<file path="src/mrt_defs.svh">
`ifndef MRT_DEFS_SVH
`define MRT_DEFS_SVH
// memory type codes
`define MRT_TYPE_UC 8'h00
`define MRT_TYPE_WC 8'h01
`define MRT_TYPE_WT 8'h04
`define MRT_TYPE_WP 8'h05
`define MRT_TYPE_WB 8'h06
// default-type control fields
`define MRT_DEF_E_BIT 11
`define MRT_DEF_FE_BIT 10
`define MRT_DEF_TYPE_HI 7
`define MRT_DEF_MASK 32'h0000_0CFF
`define MRT_DEF_RESET 32'h0000_0000
// APB register map (byte addresses)
`define MRT_ADDR_DEF 12'h000
`define MRT_ADDR_CAP 12'h004
`define MRT_ADDR_FIX0 12'h040
`define MRT_ADDR_FIXN 12'h0A4
`define MRT_ADDR_FIXEND 12'h1A0
`define MRT_ADDR_VBASE0 12'h100
`define MRT_ADDR_VMASK0 12'h104
`define MRT_ADDR_VLAST 12'h13C
`define MRT_CAP_VALUE 32'h0000_0508
// fixed range geometry, in 4K pages of the first megabyte
`define MRT_PAGE_LSB 12
`define MRT_FIX_64K_END 8'h80
`define MRT_FIX_16K_END 8'hC0
`define MRT_FIX_64K_SH 4
`define MRT_FIX_16K_SH 2
`define MRT_FIX_16K_BASE 5'h08
`define MRT_FIX_4K_BASE 7'h18
`define MRT_NUM_FIX 88
`define MRT_NUM_VAR 8
`define MRT_VMASK_VALID 11
`endif

</file>
<file path="src/mrt_pkg.sv">
`default_nettype none
package mrt_pkg;
  typedef logic [7:0] mrt_type_t;
  // attribute bundle handed to the load/store path
  typedef struct packed {
    mrt_type_t mem_type;
    logic cacheable;
    logic write_combine;
    logic spec_read;
    logic spec_write;
    logic read_alloc;
    logic write_alloc;
    logic write_thru;
    logic write_protect;
  } mrt_attr_t;
  // fill line state request
  typedef enum logic [1:0] {
    MRT_LINE_I, MRT_LINE_S, MRT_LINE_E, MRT_LINE_M
  } mrt_line_t;
  // fill response from system
  typedef struct packed {
    logic valid;
    logic dirty;
    logic excl_ok;
    logic is_write;
  } mrt_fill_t;
endpackage : mrt_pkg
`default_nettype wire

</file>
<file path="src/mrt_lookup.sv">
`include "mrt_defs.svh"
`default_nettype none
module mrt_lookup (
  input wire logic CLK,
  input wire logic SYS_RST,
  input wire logic PSEL,
  input wire logic PENABLE,
  input wire logic PWRITE,
  input wire logic [11:0] PADDR,
  input wire logic [31:0] PWDATA,
  output logic [31:0] PRDATA,
  output logic PREADY,
  output logic PSLVERR,
  input wire logic [35:0] LOOKUP_ADDR,
  output mrt_pkg::mrt_attr_t LOOKUP_ATTR,
  input wire mrt_pkg::mrt_fill_t FILL_IN,
  output mrt_pkg::mrt_line_t FILL_STATE
);
  import mrt_pkg::*;

  // register storage
  logic [31:0] def_q;
  mrt_type_t fix_q [`MRT_NUM_FIX];
  logic [35:12] vbase_q [`MRT_NUM_VAR];
  mrt_type_t vtype_q [`MRT_NUM_VAR];
  logic [35:12] vmask_q [`MRT_NUM_VAR];
  logic vvalid_q [`MRT_NUM_VAR];
  logic [31:0] prdata_q;
  logic pready_q;
  logic pslverr_q;
  mrt_line_t fill_q;

  // fixed entry index for a page number of the first megabyte
  function automatic logic [6:0] fix_index(input logic [7:0] pg);
    logic [6:0] r;
    r = 7'h00;
    if (pg < `MRT_FIX_64K_END) begin
      r = {3'h0, pg[7:`MRT_FIX_64K_SH]};
    end else if (pg < `MRT_FIX_16K_END) begin
      r = 7'(`MRT_FIX_16K_BASE) + {3'h0, pg[5:`MRT_FIX_16K_SH]};
    end else begin
      r = 7'(`MRT_FIX_4K_BASE + 7'(pg[5:0]));
    end
    return r;
  endfunction : fix_index

  // attribute decode for one memory type
  function automatic mrt_attr_t attr_of(input mrt_type_t t);
    mrt_attr_t a;
    a = '0;
    a.mem_type = t;
    if (t == `MRT_TYPE_WC) begin
      a.write_combine = 1'b1;
      a.spec_read = 1'b1;
    end else if (t == `MRT_TYPE_WT || t == `MRT_TYPE_WP) begin
      a.cacheable = 1'b1;
      a.spec_read = 1'b1;
      a.read_alloc = 1'b1;
      a.write_thru = 1'b1;
      a.write_protect = (t == `MRT_TYPE_WP);
    end else if (t == `MRT_TYPE_WB) begin
      a.cacheable = 1'b1;
      a.spec_read = 1'b1;
      a.read_alloc = 1'b1;
      a.write_alloc = 1'b1;
    end else begin
      a.mem_type = `MRT_TYPE_UC;
    end
    return a;
  endfunction : attr_of

  // variable range hits
  logic [`MRT_NUM_VAR-1:0] vhit;
  genvar gi;
  generate
    for (gi = 0; gi < `MRT_NUM_VAR; gi++) begin : g_var
      assign vhit[gi] = vvalid_q[gi] &&
        ((LOOKUP_ADDR[35:12] & vmask_q[gi]) == (vbase_q[gi] & vmask_q[gi]));
    end
  endgenerate

  // combinational resolution, same cycle as address
  mrt_type_t res_type;
  always_comb begin
    logic any_uc;
    logic any_wt;
    logic any_wb;
    logic any_other;
    logic low_mb;
    any_uc = 1'b0;
    any_wt = 1'b0;
    any_wb = 1'b0;
    any_other = 1'b0;
    low_mb = (LOOKUP_ADDR[35:20] == 16'h0000);
    for (int i = 0; i < `MRT_NUM_VAR; i++) begin
      if (vhit[i]) begin
        if (vtype_q[i] == `MRT_TYPE_UC) any_uc = 1'b1;
        else if (vtype_q[i] == `MRT_TYPE_WT) any_wt = 1'b1;
        else if (vtype_q[i] == `MRT_TYPE_WB) any_wb = 1'b1;
        else any_other = 1'b1;
      end
    end
    res_type = def_q[`MRT_DEF_TYPE_HI:0];
    if (!def_q[`MRT_DEF_E_BIT]) begin
      res_type = `MRT_TYPE_UC;
    end else if (def_q[`MRT_DEF_FE_BIT] && low_mb) begin
      res_type = fix_q[fix_index(LOOKUP_ADDR[19:12])];
    end else if (vhit != '0) begin
      res_type = `MRT_TYPE_UC;
      if (any_uc) res_type = `MRT_TYPE_UC;
      else if (any_wt && !any_other) res_type = `MRT_TYPE_WT;
      else if (any_wb && !any_other) res_type = `MRT_TYPE_WB;
      else begin
        for (int i = 0; i < `MRT_NUM_VAR; i++) begin
          if (vhit[i]) res_type = vtype_q[i];
        end
      end
    end
  end

  // attribute output is combinational so the pipeline sees it this cycle
  assign LOOKUP_ATTR = attr_of(res_type);

  // fill line state: write-back by response, write-through and write-protect shared on reads only
  always_ff @(posedge CLK or posedge SYS_RST) begin
    if (SYS_RST) begin
      fill_q <= MRT_LINE_I;
    end else if (FILL_IN.valid) begin
      if (res_type == `MRT_TYPE_WB) begin
        if (FILL_IN.is_write) fill_q <= FILL_IN.excl_ok ? MRT_LINE_M : MRT_LINE_S;
        else fill_q <= FILL_IN.dirty ? MRT_LINE_M : MRT_LINE_S;
      end else if ((res_type == `MRT_TYPE_WT || res_type == `MRT_TYPE_WP) &&
                   !FILL_IN.is_write) begin
        fill_q <= MRT_LINE_S;
      end else begin
        fill_q <= MRT_LINE_I;
      end
    end
  end
  assign FILL_STATE = fill_q;

  // apb decode helpers
  logic wr_en;
  logic rd_en;
  assign wr_en = PSEL && PENABLE && PWRITE;
  assign rd_en = PSEL && PENABLE && !PWRITE;

  // default control register
  always_ff @(posedge CLK or posedge SYS_RST) begin
    if (SYS_RST) begin
      def_q <= `MRT_DEF_RESET;
    end else if (wr_en && PADDR == `MRT_ADDR_DEF) begin
      def_q <= PWDATA & `MRT_DEF_MASK;
    end
  end

  // fixed entries, one per word
  always_ff @(posedge CLK or posedge SYS_RST) begin
    if (SYS_RST) begin
      for (int i = 0; i < `MRT_NUM_FIX; i++) fix_q[i] <= `MRT_TYPE_UC;
    end else if (wr_en && PADDR >= `MRT_ADDR_FIX0 && PADDR < `MRT_ADDR_FIXEND
                 && PADDR[1:0] == 2'h0) begin
      fix_q[7'((PADDR - `MRT_ADDR_FIX0) >> 2)] <= PWDATA[7:0];
    end
  end

  // variable range base and mask pairs
  always_ff @(posedge CLK or posedge SYS_RST) begin
    if (SYS_RST) begin
      for (int i = 0; i < `MRT_NUM_VAR; i++) begin
        vbase_q[i] <= '0;
        vtype_q[i] <= `MRT_TYPE_UC;
        vmask_q[i] <= '0;
        vvalid_q[i] <= 1'b0;
      end
    end else if (wr_en && PADDR >= `MRT_ADDR_VBASE0 && PADDR <= `MRT_ADDR_VLAST) begin
      if (!PADDR[2]) begin
        vbase_q[PADDR[5:3]] <= {4'h0, PWDATA[31:12]};
        vtype_q[PADDR[5:3]] <= PWDATA[7:0];
      end else begin
        vmask_q[PADDR[5:3]] <= {4'hF, PWDATA[31:12]};
        vvalid_q[PADDR[5:3]] <= PWDATA[`MRT_VMASK_VALID];
      end
    end
  end

  // read data, ready and error answer in the access phase
  always_ff @(posedge CLK or posedge SYS_RST) begin
    if (SYS_RST) begin
      prdata_q <= '0;
      pready_q <= 1'b0;
      pslverr_q <= 1'b0;
    end else begin
      pready_q <= PSEL && !PENABLE;
      pslverr_q <= 1'b0;
      if (PSEL && !PENABLE) begin
        prdata_q <= '0;
        if (PADDR == `MRT_ADDR_DEF) begin
          prdata_q <= def_q;
        end else if (PADDR == `MRT_ADDR_CAP) begin
          prdata_q <= `MRT_CAP_VALUE;
        end else if (PADDR >= `MRT_ADDR_VBASE0 && PADDR <= `MRT_ADDR_VLAST) begin
          // variable pairs win the shared read window
          if (!PADDR[2]) prdata_q <= {vbase_q[PADDR[5:3]][31:12], 4'h0, vtype_q[PADDR[5:3]]};
          else prdata_q <= {vmask_q[PADDR[5:3]][31:12], vvalid_q[PADDR[5:3]], 11'h000};
        end else if (PADDR >= `MRT_ADDR_FIX0 && PADDR < `MRT_ADDR_FIXEND) begin
          prdata_q <= {24'h0, fix_q[7'((PADDR - `MRT_ADDR_FIX0) >> 2)]};
        end else begin
          pslverr_q <= 1'b1;
        end
      end
    end
  end
  assign PRDATA = prdata_q;
  assign PREADY = pready_q;
  assign PSLVERR = pslverr_q;
  wire unused_ok = rd_en;
endmodule : mrt_lookup
`default_nettype wire

</file>
<file path="config.mk">
export PLATFORM = sky130hd
export DESIGN_NAME = mrt_lookup
export DESIGN_NICKNAME = d
export VERILOG_FILES = /design/src/mrt_pkg.sv /design/src/mrt_lookup.sv
export VERILOG_INCLUDE_DIRS = /design/src
export SDC_FILE = /design/constraint.sdc
export NUM_CORES = 2
export LEC_CHECK = 0
export ABC_CLOCK_PERIOD_IN_PS = 36400
export BUFFER_PORTS_ARGS = -buffer_cell sky130_fd_sc_hd__buf_2
export CORE_MARGIN = 1
export CORE_UTILIZATION = 42
export DETAILED_ROUTE_END_ITERATION = 8
export SLEW_MARGIN = 20
export SYNTH_ARGS = -nofsm -noshare
export SYNTH_HDL_FRONTEND = slang
export SYNTH_SLANG_ARGS = --single-unit
</file>
<file path="constraint.sdc">
create_clock -name CLK -period 36.4 [get_ports CLK]
set_input_delay 5.46 -clock CLK [delete_from_list [all_inputs] [get_ports CLK]]
set_output_delay 5.46 -clock CLK [all_outputs]
set_load 0.02 [all_outputs]
</file>
Yosys cells after proc, flatten, opt, wreduce, memory -nomap -nowiden
Index checks and enable logic that the tools add are counted.

Add/subtract/negate cells: 3. $lt $le $gt $ge: 11. Equality and inequality tests: 29. Muxes and demuxes: 180. Bitwise gates (word level): 20. Reduce and logical (&&, ||, !) cells: 43.

Operator list (count): $bwmux W704 (1); $and A24 B24 Y24 (16); $bwmux W192 (2); $mux W8 (25); $eq A24 B24 Y1 (8); $eq A8 B3 Y1 const B (19); $bmux W24 S3 (2); $mux W32 (4); $mux W1 (119); $bmux W8 S7 (2); $mux W20 (4); $demux W24 S3 (1); $bwmux W64 (1); $logic_not A8 Y1 (8); $demux W8 S7 (1); $mux W7 (4); $logic_and A1 B1 Y1 (25); $bmux W8 S3 (1); $demux W8 S3 (1); $mux W24 (1); $ge A8 B8 Y1 const B (2); $logic_not A16 Y1 (1); $lt A8 B8 Y1 const B (2); $not A7 Y8 (2); other kinds (26) (34).

Flip-flop bits (word level): 1206. Bits of input ports: 89. Logic and storage cells: 411.

Depth between registers and ports, before layout
Depth in word-level cells: 46. Gate-level depth with buffers: 19.

Least setup slack after synthesis
Ideal clock, no wire load.

Path type: input-to-output. Start: input LOOKUP_ADDR[32]. End: output LOOKUP_ATTR[0] (netlist name). Data arrival time: 9.072 ns. Required time: 30.940 ns. Setup slack: 21.868 ns. Cell stages on the path: 14. Cell sequence: or4_4 -> buf_6 -> a222oi_1 -> nand2_1 -> or4_1 -> buf_2 -> and2b_1 -> and4_4 -> buf_6 -> nor3_4 -> nand2_1 -> o31ai_4 -> and3_1 -> nor3b_1.

RTL lines: from (decl) (line mrt_lookup.sv:14) `input wire logic [35:0] LOOKUP_ADDR,`; to (decl) (line mrt_lookup.sv:15) `output mrt_pkg::mrt_attr_t LOOKUP_ATTR,`.

==> metrics.txt <==
status complete, no violations; clk_lat worst skew around 0.80 ns; Non-Filler Instances roughly 6800; top-area cell type share of the netlist area 46.2%; largest net degree at the start of global routing between 150 and 200; final slew viol count 0; GR Util All Layers 28.1%; Hold Path Class reg2reg; Synth cell types 86; vias per cell 6.51; PostCTS Resize Cnt 0; Placed Area around 65000 sq um; initial antenna violation count 12; Fin Setup TNS 0 ns; relative slew slack between 10% and 20%; CTS root buffer clkbuf_16; count leader, synth dfrtp_1; CP required ~31 ns; crit share post-route 48.7%; kind of end point of the critical path output port; DIE WIDTH 387 um; total CTS buffers between 100 and 150; routability-driven placement congestion ratio between 0.9 and 1; post-synth top area cell dfrtp_1; Mean Syn Cell Area 13.0 sq um; I/O Buffers 119; # DRC 0; dominant synthesized flop cell dfrtp_1; max-capacitance violation count 0; final hold vios 0; Placeable Area about 150000 sq um; number of synthesized register bits 1149; critical path type in2out; setup bufs post-CTS 0; layout cell share with drive strength beyond 1 between 40% and 50%; DRT antenna net count 0; RSZ-0062 raised after global routing false; Clock Skew 0.0637 ns; Power Density roughly 42 nW/um^2; Post-Route WL between 200000 and 250000 um; final layout net count 4845; Area Overhead vs Synth 11.2%; GRT Residual Overflow 0; Longest Clk Path Bufs 3; grt met2 use 42.2%; placed insts ~6500; crit path DAT 12.28 ns; clock sink total 1149; Clock transition at path regs 0.06 ns; Routed wire per std cell 31.2 um; TritonRoute pass-1 iters 8; Post-CTS Hold Buffers 0; half-perimeter wire length after placement ~140000 um; number of top-level pins 141; number of synthesized flops with an enable pin 0; CTS tree yes; post-route cell area 69200 sq um; Synth top cells by count dfrtp_1, mux2_2, mux4_2; first-pass GRT wire length a little over 300000 um; sequential-to-total area share from yosys stat 46.2%; asr flop ratio synth 100%; Final min period roughly 18 ns; Design Power about 2.9 mW; Synth area leaders dfrtp_1, mux2_2, mux4_2, xor2_1, nand2_1; Die H roughly 390 um; fill cell count about 13000; type of origin of the critical path input pin; Pleak 31.9 nW; Rows 140; Hold WS approximately 0.47 ns; Worst Path Max Fanout 45; die area between 100000 and 150000 sq um; Worst Tran Pin Value between 1 and 1.5 ns; initial core utilization a little over two fifths; Synth Instances between 4000 and 5000; GRT met3 Usage under 10%; Ys Warns 0; GR peak layer met2; M1 GR Usage about two fifths; maximum vdd drop just over 0.04 mV; Fmax approximately 56 MHz; vias in the first global route between 40000 and 50000; H-tree Lvls 4; # setup viols final 0; synthesized area slightly above 60000 sq um; Iteration-0 DRC Markers slightly above 5000; via count about 44000
-- metrics by stage --
step / util (%) / worst slack (ns)
after global routing: 47.3 / 18.57
after CTS: 47.3 / 18.89
after detailed placement: 44.1 / 18.93
final: 47.3 / 18.66
after floorplan: - / 15.08
after global placement: 44.1 / 18.96
-- state kept, by name (all words and copies together) (netlist names) --
name / cells
vbase_q: 160
PSLVERR: 1
vmask_q: 168
fix_q: 704
vvalid_q: 8
FILL_STATE: 2
PRDATA: 31
def_q: 10
PREADY: 1
vtype_q: 64
-- critical path, stage by stage --
cell,delay (ns)
buf_2,0.56
mux2i_2,0.42
a21oi_4,0.72
buf_4,0.61
buf_4,0.68
buf_4,0.58
a2111oi_0,0.14
a21oi_1,0.20
a32o_1,0.24
a211oi_1,0.11
o311ai_1,0.87
o311ai_0,0.30
o21ai_1,0.15
nand4b_1,0.55
nor3_1,0.38
buf_2,0.21
-- path summary, 6_finish.rpt --
path,start,to,slack (ns),depth (start not counted)
worst min register to register,PRDATA[8]$_DFFE_PP0P_,PRDATA[8]$_DFFE_PP0P_,0.47,2
max in group asynchronous,SYS_RST,fix_q[157]$_DFFE_PP0P_,28.32,5
worst max-delay path,LOOKUP_ADDR[18],LOOKUP_ATTR[2],18.66,16
min in group asynchronous,SYS_RST,vbase_q[56]$_DFFE_PP0P_,4.81,2
worst min-delay path,PRDATA[8]$_DFFE_PP0P_,PRDATA[8]$_DFFE_PP0P_,0.47,2
worst max register to register,vbase_q[158]$_DFFE_PP0P_,FILL_STATE[0]$_DFFE_PP0P_,31.79,11
-- power breakdown --
group / internal, mW / total, mW / leakage, nW / switching, mW
Combinational: 0.0554 / 0.225 / 13.6 / 0.169
Sequential: 1.28 / 1.28 / 16.0 / 0.00288
Clock: 0.797 / 1.39 / 2.22 / 0.597
-- cell usage in the layout, fill, tap and decap left out, drive strengths merged, types with 30 or more instances in the layout --
| cell type | count |
|---|---|
| o21ai | 73 |
| clkbuf | 204 |
| nor3 | 104 |
| dfrtp | 1149 |
| nand3 | 108 |
| a21oi | 86 |
| o22ai | 39 |
| nor2 | 177 |
| a22oi | 119 |
| buf | 207 |
| mux4 | 405 |
| xor2 | 161 |
| mux2 | 1117 |
| clkinv | 30 |
| nand2 | 375 |
| mux2i | 55 |
| nand4 | 57 |
| inv | 44 |
-- cells by family after synthesis --
logic type	synth area share [%]
compound gates	5.73
fa+ha+maj	0.121
buf+inv	2.75
flops	46.2
other cells	0.00603
xor+xnor	2.30
simple gates	7.07
mux	35.8
-- routing by layer --
layer | wire, um | vias to the layer above | part of all wire [%]
met2 | 95600 | 2087 | 45
met4 | 7190 | 10 | 3.4
met3 | 19200 | 409 | 9.1
li1 | - | 18000 | -
met1 | 89600 | 23500 | 42
met5 | 57 | - | 0.027
-- layout make-up --
type                    count  area, sq um  area share (%)
diodes                      2         5.00         0.00724
well taps                1917         2400            3.47
clock buffers             203         3900            5.64
flip-flops and latches   1149        28800            41.6
inverters                  42          161           0.233
repair buffers            208         1410            2.03
multi-input cells        3215        31900            46.1
clock inverters            41          672           0.971
(Power assumes the default switching activity.)
